--- src/disk_select_pkg.sv ---
// Shared constants, types and decode helper for the drive select interface
package disk_select_pkg;

    // Widths that more than one file depends on
    localparam int DATA_W = 16;
    localparam int ADDR_W = 4;
    localparam int UNIT_W = 4;
    localparam int CYL_W = 9;
    localparam int SECTOR_W = 6;

    // Register offsets on the plain register port
    localparam logic [ADDR_W-1:0] UNIT_OFS = 4'h0;
    localparam logic [ADDR_W-1:0] CYL_OFS = 4'h1;
    localparam logic [ADDR_W-1:0] CTRL_OFS = 4'h2;
    localparam logic [ADDR_W-1:0] TARGET_OFS = 4'h3;
    localparam logic [ADDR_W-1:0] STATUS_OFS = 4'h4;
    localparam logic [ADDR_W-1:0] WORD_OFS = 4'h5;

    // Command bits of the control register
    localparam int CTRL_SEEK = 0;
    localparam int CTRL_RESTORE = 1;
    localparam int CTRL_READ = 2;
    localparam int CTRL_WRITE = 3;
    localparam int CTRL_STOP = 4;
    localparam int CTRL_HEAD = 5;
    localparam int CTRL_CLEAR = 6;

    // Highest legal cylinder, innermost track
    localparam logic [CYL_W-1:0] CYL_MAX = 9'h197;

    // Timing, figures in nanoseconds, counts at the core clock rate
    localparam int CLK_MHZ = 40;
    localparam int HEAD_SETTLE_NS = 10000;
    localparam int RESTORE_NS = 1000;
    localparam int HEAD_SETTLE_CYC = (HEAD_SETTLE_NS * CLK_MHZ + 999) / 1000;
    localparam int RESTORE_CYC = (RESTORE_NS * CLK_MHZ + 999) / 1000;

    // Sequencer states
    typedef enum logic [2:0] {IDLE, SEEK, RESTORE, WAIT_SECTOR, TRANSFER}
        state_t;

    // Drive inputs as seen on the pins, all active low
    typedef struct packed {
        logic indexN;
        logic sectorN;
        logic [SECTOR_W-1:0] sectorAddrN;
        logic faultN;
        logic writeProtectN;
        logic swap1N;
        logic swap2N;
        logic ackN;
        logic onCylN;
        logic readDataN;
        logic readClockN;
    } drive_in_t;

    // Drive and platter select levels
    typedef struct packed {
        logic drive1SelN;
        logic drive2SelN;
        logic platterSelN;
    } select_t;

    // Nothing selected after reset
    localparam select_t SEL_NONE = '{1'b1, 1'b1, 1'b1};

    // One-hot unit code to select levels, the swap jumper of each drive flips its platter select
    function automatic select_t unitDecode(input logic [UNIT_W-1:0] code,
        input logic swap1N, input logic swap2N);
        select_t s;
        s.drive1SelN = ~(code[3] | code[2]);
        s.drive2SelN = ~(code[1] | code[0]);
        s.platterSelN = (code[3] | code[2]) ? (code[2] ^ ~swap1N)
                                            : (code[0] ^ ~swap2N);
        return s;
    endfunction

endpackage

--- src/disk_select_if.sv ---
// Drive select, cylinder address and rotational position interface
`timescale 1ns/1ps
module disk_select_if import disk_select_pkg::*; (
    input logic clk,
    input logic rst_n,
    input logic [ADDR_W-1:0] regAddr,
    input logic [DATA_W-1:0] regWrData,
    input logic regWr,
    input logic regRd,
    output logic [DATA_W-1:0] regRdData,
    input logic index_pulse_n,
    input logic sector_pulse_n,
    input logic [SECTOR_W-1:0] sector_addr_n,
    input logic drive_fault_n,
    input logic write_protect_n,
    input logic drive1_swap_jumper_n,
    input logic drive2_swap_jumper_n,
    input logic cyl_addr_ack_n,
    input logic on_cylinder_n,
    input logic read_data_n,
    input logic read_clock_n,
    output logic drive1_select_n,
    output logic drive2_select_n,
    output logic platter_select_n,
    output logic surface_select_n,
    output logic [CYL_W-1:0] cyl_addr_n,
    output logic cyl_addr_strobe_n,
    output logic restore_n,
    output logic read_gate_n,
    output logic write_gate_n,
    output logic erase_gate_n
);
    localparam int SETTLE_W = $clog2(HEAD_SETTLE_CYC + 1);
    localparam int REST_W = $clog2(RESTORE_CYC + 1);
    localparam logic [SETTLE_W-1:0] SETTLE_DONE = SETTLE_W'(HEAD_SETTLE_CYC);
    localparam logic [REST_W-1:0] REST_LAST = REST_W'(RESTORE_CYC - 1);

    // Whole block state, every output comes from here
    typedef struct packed {
        state_t st;
        select_t sel;
        logic [UNIT_W-1:0] unitCode;
        logic [CYL_W-1:0] cyl;
        logic [SECTOR_W-1:0] target;
        logic headLower;
        logic [SETTLE_W-1:0] settleCnt;
        logic [REST_W-1:0] restCnt;
        logic strobe;
        logic restore;
        logic readGate;
        logic writeGate;
        logic armWrite;
        logic sectorPrev;
        logic indexPrev;
        logic found;
        logic indexSeen;
        logic sectorSeen;
        logic cylInvalid;
        logic protectHit;
        logic wordReady;
        logic [DATA_W-1:0] word;
        logic [DATA_W-1:0] rdData;
    } block_t;

    block_t r;
    block_t n;

    drive_in_t pinRaw; // Pins gathered as they arrive
    drive_in_t pin; // Same pins after two flip-flops
    logic sectorEdge; // Leading edge of the sector mark
    logic indexEdge; // Leading edge of the index mark
    logic [SECTOR_W-1:0] sectorNow; // Drive sector address, true sense
    logic settled; // Head select has stood long enough
    logic busySeek; // Carriage motion owned by us
    logic capValid; // A whole read word arrived
    logic [DATA_W-1:0] capWord; // The word itself
    logic [DATA_W-1:0] statusWord; // Status as software reads it

    // Bundle the pins so one synchroniser serves them all
    always_comb
    begin
        pinRaw.indexN = index_pulse_n;
        pinRaw.sectorN = sector_pulse_n;
        pinRaw.sectorAddrN = sector_addr_n;
        pinRaw.faultN = drive_fault_n;
        pinRaw.writeProtectN = write_protect_n;
        pinRaw.swap1N = drive1_swap_jumper_n;
        pinRaw.swap2N = drive2_swap_jumper_n;
        pinRaw.ackN = cyl_addr_ack_n;
        pinRaw.onCylN = on_cylinder_n;
        pinRaw.readDataN = read_data_n;
        pinRaw.readClockN = read_clock_n;
    end

    // Every drive input is asynchronous to the core clock
    sync2 #(.W($bits(drive_in_t))) pinSync (
        .clk(clk),
        .rst_n(rst_n),
        .d(pinRaw),
        .q(pin)
    );

    // Read bits framed by the recovered clock, only under read gate
    read_capture #(.W(DATA_W)) capture (
        .clk(clk),
        .rst_n(rst_n),
        .enable(r.readGate),
        .readClockN(pin.readClockN),
        .readDataN(pin.readDataN),
        .word(capWord),
        .wordValid(capValid)
    );

    // Derived conditions used by the sequencer
    always_comb
    begin
        // Falling edge of the active-low marks
        sectorEdge = r.sectorPrev & ~pin.sectorN;
        indexEdge = r.indexPrev & ~pin.indexN;
        // Address bits may skew through the synchroniser, but the drive
        // holds them still for microseconds around the mark
        sectorNow = ~pin.sectorAddrN;
        settled = (r.settleCnt == SETTLE_DONE);
        busySeek = (r.st == SEEK) || (r.st == RESTORE);
        statusWord = '0;
        statusWord[SECTOR_W-1:0] = sectorNow;
        statusWord[6] = r.found;
        statusWord[7] = ~pin.faultN;
        statusWord[8] = ~pin.writeProtectN;
        statusWord[9] = ~pin.ackN;
        statusWord[10] = ~pin.onCylN;
        statusWord[11] = r.indexSeen;
        statusWord[12] = r.sectorSeen;
        statusWord[13] = r.wordReady;
        statusWord[14] = r.cylInvalid;
        statusWord[15] = r.protectHit;
    end

    // Next state of the whole block
    always_comb
    begin
        n = r;
        n.sectorPrev = pin.sectorN;
        n.indexPrev = pin.indexN;
        n.rdData = '0;

        // Head select timer runs until it saturates
        if (!settled)
            n.settleCnt = r.settleCnt + 1'b1;

        // Register reads, data stands one cycle only
        if (regRd)
        begin
            case (regAddr)
                UNIT_OFS: n.rdData = DATA_W'(r.unitCode);
                CYL_OFS: n.rdData = DATA_W'(r.cyl);
                CTRL_OFS: n.rdData = DATA_W'({r.headLower, 3'h0,
                    r.armWrite, r.st == WAIT_SECTOR, r.restore, r.strobe});
                TARGET_OFS: n.rdData = DATA_W'(r.target);
                STATUS_OFS: n.rdData = statusWord;
                WORD_OFS:
                begin
                    n.rdData = r.word;
                    // Reading the word consumes it
                    n.wordReady = 1'b0;
                end
                default: n.rdData = '0; // Unmapped reads as zero
            endcase
        end

        // Register writes
        if (regWr)
        begin
            case (regAddr)
                UNIT_OFS:
                begin
                    // Illegal codes and busy periods leave selects alone
                    if ($onehot(regWrData[UNIT_W-1:0]) && r.st == IDLE)
                    begin
                        n.unitCode = regWrData[UNIT_W-1:0];
                        // Jumpers are read at this moment
                        n.sel = unitDecode(regWrData[UNIT_W-1:0],
                            pin.swap1N, pin.swap2N);
                    end
                end
                CYL_OFS:
                begin
                    // Address must not move under a pending strobe
                    if (!busySeek)
                    begin
                        if (regWrData[CYL_W-1:0] <= CYL_MAX)
                            n.cyl = regWrData[CYL_W-1:0];
                        else
                            n.cylInvalid = 1'b1;
                    end
                end
                TARGET_OFS:
                    n.target = regWrData[SECTOR_W-1:0];
                CTRL_OFS:
                begin
                    // Flag clear goes first so events this cycle win
                    if (regWrData[CTRL_CLEAR])
                    begin
                        n.indexSeen = 1'b0;
                        n.sectorSeen = 1'b0;
                        n.cylInvalid = 1'b0;
                        n.protectHit = 1'b0;
                        n.found = 1'b0;
                    end
                    if (r.st == IDLE)
                    begin
                        // Only one carriage command at a time
                        if (regWrData[CTRL_RESTORE])
                        begin
                            n.st = RESTORE;
                            n.restore = 1'b1;
                            n.strobe = 1'b1;
                            n.restCnt = '0;
                        end
                        else if (regWrData[CTRL_SEEK])
                        begin
                            n.st = SEEK;
                            n.strobe = 1'b1;
                        end
                        else if (regWrData[CTRL_READ] ||
                                 regWrData[CTRL_WRITE])
                        begin
                            n.st = WAIT_SECTOR;
                            n.armWrite = regWrData[CTRL_WRITE];
                            n.found = 1'b0;
                        end
                        // Head changes restart the settle time
                        if (regWrData[CTRL_HEAD] != r.headLower)
                        begin
                            n.headLower = regWrData[CTRL_HEAD];
                            n.settleCnt = '0;
                        end
                    end
                    else if (regWrData[CTRL_STOP] &&
                             (r.st == WAIT_SECTOR || r.st == TRANSFER))
                    begin
                        // Software abort of a pending or running transfer
                        n.st = IDLE;
                        n.readGate = 1'b0;
                        n.writeGate = 1'b0;
                    end
                end
                default: ; // Unmapped writes are dropped
            endcase
        end

        // Sticky rotational events, set wins over clear
        if (indexEdge)
            n.indexSeen = 1'b1;
        if (sectorEdge)
            n.sectorSeen = 1'b1;
        if (capValid)
        begin
            n.word = capWord;
            n.wordReady = 1'b1;
        end

        // Sequencer
        case (r.st)
            IDLE: ;
            SEEK:
            begin
                // Strobe stands until the drive accepts the address
                if (!pin.ackN)
                begin
                    n.strobe = 1'b0;
                    n.st = IDLE;
                end
            end
            RESTORE:
            begin
                // Restore and strobe stand together for the least time
                n.restCnt = r.restCnt + 1'b1;
                if (r.restCnt == REST_LAST)
                begin
                    n.restore = 1'b0;
                    n.strobe = 1'b0;
                    n.st = IDLE;
                end
            end
            WAIT_SECTOR:
            begin
                // Only a leading edge with the right address counts
                if (sectorEdge && sectorNow == r.target)
                begin
                    n.found = 1'b1;
                    if (!r.armWrite)
                    begin
                        n.readGate = 1'b1;
                        n.st = TRANSFER;
                    end
                    else if (!pin.writeProtectN)
                    begin
                        // Protected platter, the write is refused
                        n.protectHit = 1'b1;
                        n.st = IDLE;
                    end
                    else if (settled)
                    begin
                        n.writeGate = 1'b1;
                        n.st = TRANSFER;
                    end
                    // Unsettled head waits one more revolution
                end
            end
            TRANSFER:
            begin
                // A drive fault, or protect during a write, ends the transfer at once
                if (!pin.faultN || (r.writeGate && !pin.writeProtectN))
                begin
                    n.readGate = 1'b0;
                    n.writeGate = 1'b0;
                    n.protectHit = r.protectHit | pin.faultN;
                    n.st = IDLE;
                end
            end
            default: n.st = IDLE;
        endcase
    end

    // Single state register for the whole block
    always_ff @(posedge clk or negedge rst_n)
    begin
        if (!rst_n)
        begin
            r <= '0;
            r.st <= IDLE;
            r.sel <= SEL_NONE;
            r.sectorPrev <= 1'b1;
            r.indexPrev <= 1'b1;
        end
        else
            r <= n;
    end

    // Pins are active low; all come straight from the register
    assign drive1_select_n = r.sel.drive1SelN;
    assign drive2_select_n = r.sel.drive2SelN;
    assign platter_select_n = r.sel.platterSelN;
    assign surface_select_n = ~r.headLower;
    assign cyl_addr_n = ~r.cyl;
    assign cyl_addr_strobe_n = ~r.strobe;
    assign restore_n = ~r.restore;
    assign read_gate_n = ~r.readGate;
    // Erase always travels with write, never alone
    assign write_gate_n = ~r.writeGate;
    assign erase_gate_n = ~r.writeGate;
    assign regRdData = r.rdData;
endmodule

--- src/sync2.sv ---
// Two flip-flop synchroniser for a bundle of asynchronous levels
`timescale 1ns/1ps
module sync2 import disk_select_pkg::*; #(
    parameter int W = 1
) (
    input logic clk,
    input logic rst_n,
    input logic [W-1:0] d,
    output logic [W-1:0] q
);
    // Both stages; the first is read only by the second
    typedef struct packed {
        logic [W-1:0] meta;
        logic [W-1:0] stable;
    } sync_t;

    sync_t r;
    sync_t n;

    // Next stage values
    always_comb
    begin
        n.meta = d;
        n.stable = r.meta;
    end

    // Reset to the idle (high) level of the active-low pins
    always_ff @(posedge clk or negedge rst_n)
    begin
        if (!rst_n)
            r <= '1;
        else
            r <= n;
    end

    assign q = r.stable;
endmodule

--- src/read_capture.sv ---
// Bit capture on recovered read clock and read data edges
`timescale 1ns/1ps
module read_capture import disk_select_pkg::*; #(
    parameter int W = DATA_W
) (
    input logic clk,
    input logic rst_n,
    input logic enable,
    input logic readClockN,
    input logic readDataN,
    output logic [W-1:0] word,
    output logic wordValid
);
    // Edge history, pending data pulse, shifter and word latch
    typedef struct packed {
        logic clkPrev;
        logic dataPrev;
        logic bitSeen;
        logic [W-1:0] shift;
        logic [$clog2(W)-1:0] count;
        logic [W-1:0] word;
        logic valid;
    } cap_t;

    cap_t r;
    cap_t n;
    logic clkFall;
    logic dataFall;

    // Falling edges of the active-low pulses lead each bit
    always_comb
    begin
        clkFall = r.clkPrev & ~readClockN;
        dataFall = r.dataPrev & ~readDataN;
        n = r;
        n.clkPrev = readClockN;
        n.dataPrev = readDataN;
        n.valid = 1'b0;
        if (!enable)
        begin
            // Outside a read nothing is framed
            n.bitSeen = 1'b0;
            n.count = '0;
        end
        else if (clkFall)
        begin
            // A data pulse since the last clock edge makes a one
            n.shift = {r.shift[W-2:0], r.bitSeen | dataFall};
            n.bitSeen = 1'b0;
            n.count = r.count + 1'b1;
            if (r.count == $clog2(W)'(W - 1))
            begin
                n.word = {r.shift[W-2:0], r.bitSeen | dataFall};
                n.valid = 1'b1;
                n.count = '0;
            end
        end
        else if (dataFall)
            n.bitSeen = 1'b1;
    end

    // State register
    always_ff @(posedge clk or negedge rst_n)
    begin
        if (!rst_n)
            r <= '{1'b1, 1'b1, 1'b0, '0, '0, '0, 1'b0};
        else
            r <= n;
    end

    assign word = r.word;
    assign wordValid = r.valid;
endmodule

--- config.mk ---
export PLATFORM = sky130hd
export DESIGN_NAME = disk_select_if
export DESIGN_NICKNAME = d
export VERILOG_FILES = /design/src/disk_select_pkg.sv /design/src/disk_select_if.sv /design/src/sync2.sv /design/src/read_capture.sv
export SDC_FILE = /design/constraint.sdc
export NUM_CORES = 1
export LEC_CHECK = 0
export BUFFER_PORTS_ARGS = -buffer_cell sky130_fd_sc_hd__buf_2
export CORE_MARGIN = 2
export CORE_UTILIZATION = 45
export CTS_CLUSTER_DIAMETER = 200
export DETAILED_ROUTE_END_ITERATION = 12
export PLACE_DENSITY = 0.69
export SYNTH_ARGS = -nofsm -noshare
export SYNTH_HDL_FRONTEND = slang
export SYNTH_SLANG_ARGS = --single-unit
--- constraint.sdc ---
create_clock -name clk -period 4 [get_ports clk]
set_input_delay 0.2 -clock clk [delete_from_list [all_inputs] [get_ports clk]]
set_output_delay 0.2 -clock clk [all_outputs]
set_load 0.02 [all_outputs]
==> flow_metrics.tcl, run 1 <==
set metrics [dict create \
    start_util_pct 46.3 \
    drc 0 \
    cts.path.max_buffers 2 \
    seq_area_um2 3980 \
    leakage_nw 3.70 \
    synth_nets 607 \
    vias 4245 \
    cap_violations 0 \
    cts_tree "yes" \
    n_antenna_cell 0 \
    drive_gt1_share_pct 32.8 \
    wl_met2_mm 6.58 \
    h-tree-depth 4 \
    synth-async-reset-ratio_pct 100 \
    grt_pass1_vias 4449 \
    synth-seq-cells 157 \
    top_layer "met4" \
    place.gp.congestion 0.855 \
    numPortBuffers 66 \
    min_from "regWrData[7]" \
    io_pins 74 \
    overflow 0 \
    core_area_um2 14600 \
    antenna_found_initial 0 \
    drt-met1-wl_mm 6.21 \
    fillers 1229 \
    r2r_cells 4 \
    drtIter0Drc 220 \
    finalHoldViolations 0 \
    status "complete, no violations" \
    grt_pass1_wl_mm 22.6 \
    startpoint_type "primary input" \
    wl_per_cell_um 16.6 \
    setup_ws_ns 1.75 \
    syn_area_per_cell_um2 12.1 \
    final_common_cell "dfrtp_1" \
    setup_viol 0 \
    grt_usage_pct 18.2 \
    syn-instance-count 558 \
    r2r_start "capture.r[39]" \
    clkTransAtPathRegs_ns 0.06 \
    relSlewSlack_pct 33.5 \
    hold_path_end "r[74]" \
    postRouteAntennaNets 0 \
    die_x_um 127 \
    synth_warnings 0 \
    cp.arrival_ns 2.57 \
    endpoint_kind "register" \
    grt_max_degree 115 \
    viasPerCell 5.15 \
    path_cells "buf_2 -> inv_1 -> fa_1 -> inv_1 -> ha_1 -> ha_1 -> nor4b_1 -> nand4_1 -> mux2_2" \
    powerDensity_nw_per_um2 503 \
    rsz0062_at_grt "no" \
    maxSlewViolCount 0 \
    cts.sink_count 157 \
    r2r-end "capture.word[10]" \
    cp.buffers_inverters 3 \
    cp_max_fo 11 \
    dpl.hpwl_mm 9.35 \
    period_needed_ns 2.25 \
    fin_hold_ws_ns 0.0255 \
    worst_pin_slew_ns 0.998 \
    layout.nets 676 \
    synth_area_leaders "dfrtp_1 (44%), dfstp_2 (15%), mux2_2 (9.2%)" \
    setup_tns_ns 0 \
    synth_top_area_share_pct 43.7 \
    dr.pass1.iters 4 \
    pre_cts_ws_ns 1.25 \
    clkLatencyLatePin_ns 0.43 \
    cts_setup_buffers 0 \
    synth_cell_type_count 59 \
    worst-setup-path-type "primary input to register" \
    timing.final.crit_share_pct 56.4 \
    cp_slowest_cell "fa_1" \
    rrSetupSlack_ns 1.86 \
    final_cell_mix "dfrtp_1 (118), buf_2 (65), mux2_2 (55), nand2_1 (47), nor2_1 (43)" \
    fmax_ghz 0.444 \
    wl_met3_um 627 \
    cts-root-buf "clkbuf_16" \
    worstPathRequired_ns 4.32 \
    ys_seq_area_share_pct 58.9 \
    yosysTopAreaCell "dfrtp_1" \
    p_total_mw 3.96 \
    synthFlopType "dfrtp_1" \
    crit_path_max_incr_delay_ns 0.55 \
    multi_input_area_um2 2420 \
    synth_area_um2 6760 \
    vdd_ir_drop_max_uv 313 \
    placementRows 44 \
    hold_path.class "primary input to register" \
    area_growth_pct 16.7 \
    synth_edf_count 0 \
    die-area_um2 16000 \
    path_delay_family "adder cells" \
    final.setup_skew_ns 0.00754 \
    cts_buffers 17 \
    dieHeight_um 127 \
    min_path_cells 2 \
    routed_wl_mm 13.7 \
]
worst register-to-register path: stages (launching register included):
cell and delay (ns):
dfstp_2 0.53, and2b_1 0.25, nand2_2 0.30, nor2_4 0.54
mux2_2 0.41
cell families (layout without fill, tap and decap cells):
group	Yosys count	count (layout)	synth area share, %
flops	157	157	58.9
compound gates	76	76	6.65
xor+xnor	18	18	2.33
mux	75	75	12.8
buf+inv	70	152	5.30
fa+ha+maj	9	9	1.78
simple gates	153	153	12.3
power breakdown:
part	internal, mW	switching, mW	leakage [nW]	total (mW)
Clock	0.990	0.654	0.291	1.64
Combinational	0.188	0.261	1.44	0.449
Sequential	1.74	0.126	1.98	1.87
Total	2.92	1.04	3.70	3.96
synth_stat cells (3+ instances only):
library cell  instances
a22oi_1               3
ha_1                  8
nand2_1              47
xor2_1               10
mux2_1                4
mux2_2               55
nor3_1                6
dfrtp_1             118
mux2i_1              13
a21oi_1              24
nand3_1              13
nand3b_1              3
nor4b_1               3
nor3b_1               4
clkbuf_1              5
inv_1                35
dfstp_2              39
a31oi_1               3
nand2b_1              3
mux4_2                3
nor2b_1               3
buf_2                10
buf_4                18
nor2_1               43
o21ai_0              26
nand4_1               5
o21ai_1               4
xnor2_1               8
cell type report:
cell class,count,area share (%)
Clock buffer,20,5.54
Clock inverter,12,2.06
Inverter,35,1.67
Multi-Input combinational cell,331,30.7
Sequential cell,157,50.5
Tap cell,184,2.92
Timing Repair Buffer,85,6.62
worst max-delay path by stage:
stage / slack [ns] / from / end / depth (start not counted)
after floorplan: 1.72 / regWrData[3] / r[78] / 10
after CTS: 1.73 / regWrData[0] / r[78] / 9
after global routing: 1.58 / regWrData[0] / r[78] / 9
after detailed placement: 1.25 / regWrData[0] / r[78] / 9
after global placement: 1.33 / regWrData[0] / r[78] / 9
final: 1.75 / regWrData[0] / r[78] / 9
registers in the layout, summed over array words and instances, names as in the netlist:
register           cells
capture.wordValid      1
capture.r             22
r                     67
regRdData             16
drive2_select_n        1
pinSync.q             16
drive1_select_n        1
pinSync.n             16
capture.word          16
platter_select_n       1
metal layers:
metal / track usage, % / up-vias
li1: - / 2029
met1: 24.3 / 2114
met2: 28.6 / 83
met3: 4.13 / 19
met4: 8.14 / 0
met5: 0 / -
metrics by stage:
step                      instances  instance area, um2  util [%]
after global routing            824                7880      54.0
after floorplan                 558                6760         -
after global placement          775                7110      48.7
after CTS                       824                7880      54.0
final                           824                7880      54.0
after detailed placement        775                7110      48.7
timing repair:
item                      CTS  global route
hold endpoints to repair   97             0
hold buffers               17             0
gates resized for setup     0             0
Note: power is estimated with default switching activity, not from simulation.
==> run 2: changes to the inputs <==
clock period = 2.2 ns   (was 4 ns; I/O delays follow)
==> run 2 against run 1 <==
Compared with the run above: combinational power grew 90%; clock-buffer cell count shrank 1; largest cell class unchanged; clock skew grew 0.011 ns; clock power grew 87%; critical path depth shrank 4; wire length grew 4.8%; largest power group unchanged; first-iteration DRC count grew 13%; critical endpoint is now r[48]; die area is the same; non-clock buffer count grew 15.
==> flow_metrics.tcl, run 2 (synthesis results as in run 1) <==
set metrics [dict create \
    status "complete, no violations" \
    maxSlewViolCount 0 \
    final_cell_mix "dfrtp_1 (118), buf_2 (65), mux2_2 (55), nand2_1 (47), nor2_1 (43)" \
    io_pins 74 \
    cts_buffers 17 \
    cts-root-buf "clkbuf_16" \
    leakage_nw 3.80 \
    die_x_um 127 \
    layout.nets 691 \
    dpl.hpwl_mm 10.1 \
    hold_path.class "primary input to register" \
    path_delay_family "simple AND/OR/NAND/NOR gates" \
    overflow 0 \
    cts_setup_buffers 0 \
    finalHoldViolations 0 \
    postRouteAntennaNets 0 \
    start_util_pct 46.3 \
    n_antenna_cell 0 \
    period_needed_ns 1.90 \
    top_register "r" \
    timing.final.crit_share_pct 86.5 \
    cts.path.max_buffers 2 \
    dieHeight_um 127 \
    largest_reg_flops 67 \
    drtIter0Drc 248 \
    p_comb_share_pct 11.7 \
    grt_usage_pct 19.1 \
    drive_gt1_share_pct 34.2 \
    relSlewSlack_pct 49.0 \
    rrSetupSlack_ns 0.30 \
    powerDensity_nw_per_um2 907 \
    setup_viol 0 \
    rsz0062_at_grt "no" \
    core_area_um2 14600 \
    grt_pass1_wl_mm 23.6 \
    endpoint_kind "register" \
    biggestRegsByFlops "r (67), capture.r (22)" \
    clkLatencyLatePin_ns 0.43 \
    worst_pin_slew_ns 0.765 \
    drc 0 \
    final.setup_skew_ns 0.0190 \
    setup_tns_ns 0 \
    final_common_cell "dfrtp_1" \
    die-area_um2 16000 \
    cp.arrival_ns 2.20 \
    cap_violations 0 \
    worstPathRequired_ns 2.49 \
    wl_per_cell_um 17.1 \
    placementRows 44 \
    swShare_pct 26.9 \
    fmax_ghz 0.526 \
    grt_pass1_vias 4587 \
    area_growth_pct 19.3 \
    viasPerCell 5.25 \
    routed_wl_mm 14.3 \
    clockPowerShare_pct 41.8 \
    seqPwrFrac_pct 46.5 \
    vdd_ir_drop_max_uv 737 \
    worst-setup-path-type "register to register" \
    cp_max_fo 12 \
    cts.sink_count 157 \
    utilization_pct 55.2 \
    p_int_mw 5.35 \
    path_cells "nor3_4 -> nor4b_4 -> a21oi_2 -> a21oi_1 -> a21oi_1" \
    vias 4405 \
    cp.buffers_inverters 0 \
    cp_common_cell "a21oi_1" \
    grt_max_degree 58 \
    startpoint_type "register" \
    antenna_found_initial 0 \
    numPortBuffers 66 \
    dr.pass1.iters 5 \
    cp_slowest_cell "dfrtp_1" \
    crit_path_max_incr_delay_ns 0.54 \
    place.gp.congestion 0.901 \
    netSwitchingPower_mw 1.96 \
    cts_tree "yes" \
    h-tree-depth 4 \
    clkTransAtPathRegs_ns 0.06 \
]
run 2: cell types whose count changed in the layout (fill, tap and decap cells not counted), moves of 2 or more:
cell,before,now
buf_4,2,11
dlygate4sd3_1,17,21
clkbuf_1,3,0
inv_6,2,5
buf_12,0,2
clkinv_2,2,0
run 2: path summary, 6_finish.rpt:
| check | start | depth (start not counted) | endpoint |
|---|---|---|---|
| max in group asynchronous | rst_n | 3 | pinSync.q[6] |
| max | r[84] | 5 | r[48] |
| min reg2reg | pinSync.n[9] | 0 | pinSync.q[9] |
| max reg2reg | r[84] | 5 | r[48] |
| min in group asynchronous | rst_n | 2 | capture.r[20] |
| min | regWrData[5] | 2 | r[72] |
run 2: final cells by class:
cell class | count | area, um2
clock buffers | 19 | 464
clock inverters | 13 | 168
fillers | 1212 | 6530
inverters | 35 | 131
multi-input cells | 331 | 2420
flip-flops and latches | 157 | 3980
well taps | 184 | 230
repair buffers | 100 | 669
run 2: power by group through the flow:
stage	logic (mW)	registers, mW	clock network, mW
floorplan	0.546	3.39	0
global placement	0.790	3.43	0
detailed placement	0.831	3.45	0
CTS	0.865	3.40	3.12
global route	0.953	3.43	3.26
finish	0.854	3.40	3.06
run 2: per-stage QoR:
| stage | instance area, um2 | std cells | hold slack, ns | power (mW) | setup slack [ns] |
|---|---|---|---|---|---|
| finish | 8060 | 839 | 0.0350 | 7.31 | 0.298 |
| global route | 8060 | 839 | 0.0238 | 7.64 | 0.184 |
| CTS | 8060 | 839 | 0.0234 | 7.39 | 0.332 |
| detailed placement | 7220 | 786 | 0.123 | 4.28 | 0.00483 |
| global placement | 7220 | 786 | 0.117 | 4.22 | 0.0846 |
| floorplan | 6760 | 558 | -0.186 | 3.94 | 0.0132 |
run 2: per-layer routing:
| layer | part of all wire, % | GRT usage [%] | up-vias | wire (um) |
|---|---|---|---|---|
| met5 | 0 | 0 | - | 0 |
| met4 | 1.8 | 7.76 | 0 | 263 |
| met3 | 4.7 | 4.68 | 19 | 679 |
| met2 | 50 | 30.7 | 123 | 7160 |
| met1 | 43 | 25.0 | 2199 | 6210 |
| li1 | - | - | 2064 | - |
run 2: what timing repair did:
| action | in CTS | in global routing |
|---|---|---|
| gates resized for setup | 0 | 0 |
| hold endpoints to repair | 70 | 0 |
| hold buffers | 21 | 0 |
==> run 3: changes to the inputs <==
ABC_AREA = 1   (was default)
==> run 3 against run 2 <==
Compared with the run above: combinational power grew 74%; largest cell class unchanged; power grew 8.0%; via count grew 13%; critical path depth grew 4; wire length grew 1.9%; non-clock buffer count is the same; maximum frequency grew 11%.
==> flow_metrics.tcl, run 3 <==
set metrics [dict create \
    largest_reg_flops 67 \
    period_needed_ns 1.71 \
    synth_warnings 0 \
    relSlewSlack_pct 61.2 \
    cts_tree "yes" \
    cp.arrival_ns 2.05 \
    n_antenna_cell 0 \
    antenna_found_initial 0 \
    setup_ws_ns 0.489 \
    vdd_ir_drop_max_uv 715 \
    crit_path_max_incr_delay_ns 0.52 \
    cts-root-buf "clkbuf_16" \
    die_x_um 127 \
    cts_buffers 17 \
    synth-async-reset-ratio_pct 100 \
    top_register "r" \
    cp_slowest_cell "dfstp_2" \
    biggestRegsByFlops "r (67), capture.r (22)" \
    synth_area_leaders "dfrtp_1 (44%), dfstp_2 (15%), nand2_1 (6.8%)" \
    status "complete, no violations" \
    die-area_um2 16000 \
    setup_viol 0 \
    syn-instance-count 700 \
    worst-setup-path-type "register to register" \
    synth.most_common_cell "nand2_1" \
    drtIter0Drc 390 \
    grt_max_degree 58 \
    routed_wl_mm 14.6 \
    viasPerCell 5.04 \
    drc 0 \
    pre_cts_ws_ns 0.0657 \
    final.setup_skew_ns 0.00972 \
    overflow 0 \
    p_total_mw 7.90 \
    syn_area_per_cell_um2 9.67 \
    dpl.hpwl_mm 10.7 \
    postRouteAntennaNets 0 \
    worstPathRequired_ns 2.54 \
    dieHeight_um 127 \
    min_from "regWrData[3]" \
    cts.path.max_buffers 2 \
    yosysTopAreaCell "dfrtp_1" \
    grt_usage_pct 19.3 \
    startpoint "capture.r[39]" \
    start_util_pct 46.4 \
    path_cells "inv_1 -> nor2_2 -> inv_1 -> nor2_4 -> inv_2 -> nor2_4 -> buf_4 -> nor2_1 -> a21oi_1" \
    finalHoldViolations 0 \
    placementRows 44 \
    grt_pass1_wl_mm 24.0 \
    final_cell_mix "nand2_1 (122), dfrtp_1 (118), inv_1 (96), buf_2 (65), o21ai_0 (51)" \
    layout.nets 837 \
    startpoint_type "register" \
    rsz0062_at_grt "no" \
    grt_pass1_vias 4907 \
    clkTransAtPathRegs_ns 0.06 \
    endpoint_kind "register" \
    synth_cell_type_count 47 \
    wl_per_cell_um 14.8 \
    synth_top_area_share_pct 43.6 \
    synth_commonest_cells "nand2_1 (122), dfrtp_1 (118), inv_1 (96)" \
    vias 4963 \
    cp_max_fo 17 \
    place.gp.congestion 0.889 \
    drive_gt1_share_pct 24.8 \
    io_pins 74 \
    dr.pass1.iters 5 \
    final_common_cell "nand2_1" \
    leakage_nw 3.88 \
    clkLatencyLatePin_ns 0.42 \
    powerDensity_nw_per_um2 989 \
    synth_nets 749 \
    synth_edf_count 0 \
    worst_pin_slew_ns 0.581 \
    area_growth_pct 18.0 \
    maxSlewViolCount 0 \
    timing.final.crit_share_pct 77.8 \
    numPortBuffers 66 \
    synth_area_um2 6770 \
    fmax_ghz 0.584 \
    synthFlopType "dfrtp_1" \
    cts.sink_count 157 \
    cts_resized 0 \
    cap_violations 0 \
    r2r_start "capture.r[39]" \
    h-tree-depth 4 \
    synth-seq-cells 157 \
    core_area_um2 14600 \
    setup_tns_ns 0 \
    hold_path.class "primary input to register" \
    fillers 1255 \
    ys_seq_area_share_pct 58.8 \
]
## run 3: changes by cell type after synthesis, sizes merged, moves of 9 or more
cell   before  now
a21oi      26   35
mux2       59    3
nor2       46   59
mux2i      13    0
nand2      48  129
inv        35  110
nand3      13   28
o21ai      31   72
o22ai       0   18
## run 3: cells by family (layout without fill, tap and decap cells)
group / Yosys count / after routing / share of synthesized area [%]
AO/OA/AOI/OAI: 138 / 138 / 11.9
multiplexers: 3 / 3 / 0.499
flip-flops: 157 / 157 / 58.8
buffers and inverters: 142 / 243 / 9.34
XOR/XNOR: 13 / 13 / 1.68
AND/OR/NAND/NOR: 238 / 238 / 16.0
adder cells (fa/ha/maj): 9 / 9 / 1.77
## run 3: path summary, 6_finish.rpt
path                               endpoint  slack [ns]  cells past startpoint
max                         capture.word[7]        0.49                      9
min                        platter_select_n        0.02                      3
max reg2reg                 capture.word[7]        0.49                      9
min reg2reg                    pinSync.q[2]        0.35                      0
max in group asynchronous     pinSync.n[12]        1.22                      3
min in group asynchronous             r[69]        0.21                      2
## run 3: layout make-up
type                            count  area (um2)  share of cell area, %
Sequential cell                   157        3980                   49.8
Multi-Input combinational cell    401        2160                   27.0
Timing Repair Buffer              100         659                   8.26
Clock buffer                       20         447                   5.59
Inverter                          111         422                   5.28
Tap cell                          184         230                   2.88
Clock inverter                     12        91.3                   1.14
## run 3: power by group
part           internal [mW]  total, mW  leakage [nW]  switching (mW)
Sequential              3.39       3.74          1.96           0.349
Clock                   1.48       2.66         0.261            1.18
Combinational          0.551       1.49          1.67           0.941
Total                   5.43       7.90          3.88            2.47
## run 3: layer usage
metal	track usage [%]	share of wire, %
met5	0	0
met1	24.0	43
met2	31.4	49
met4	8.47	3.2
met3	5.57	4.8
## run 3: through the flow
| stage | hold slack, ns | instances | cell area, um2 | util (%) |
|---|---|---|---|---|
| 2_1_floorplan | -0.186 | 700 | 6770 | - |
| 3_3_place_gp | 0.0805 | 931 | 7230 | 49.5 |
| 3_5_place_dp | 0.0916 | 931 | 7230 | 49.5 |
| 4_1_cts | 0.0102 | 985 | 7990 | 54.7 |
| 5_1_grt | 0.0218 | 985 | 7990 | 54.7 |
| 6_report | 0.0231 | 985 | 7990 | 54.7 |
## run 3: worst max-delay path: cells and delay by family (launching register included)
family,cells,cell delay (ns)
AO/OA/AOI/OAI,1,0.12
buffers and inverters,4,0.45
flip-flops,1,0.52
AND/OR/NAND/NOR,4,0.55
## run 3: repair_timing
| action | in CTS | in global routing |
|---|---|---|
| setup buffers | 0 | 0 |
| hold endpoints to repair | 72 | 0 |
| hold buffers | 22 | 0 |
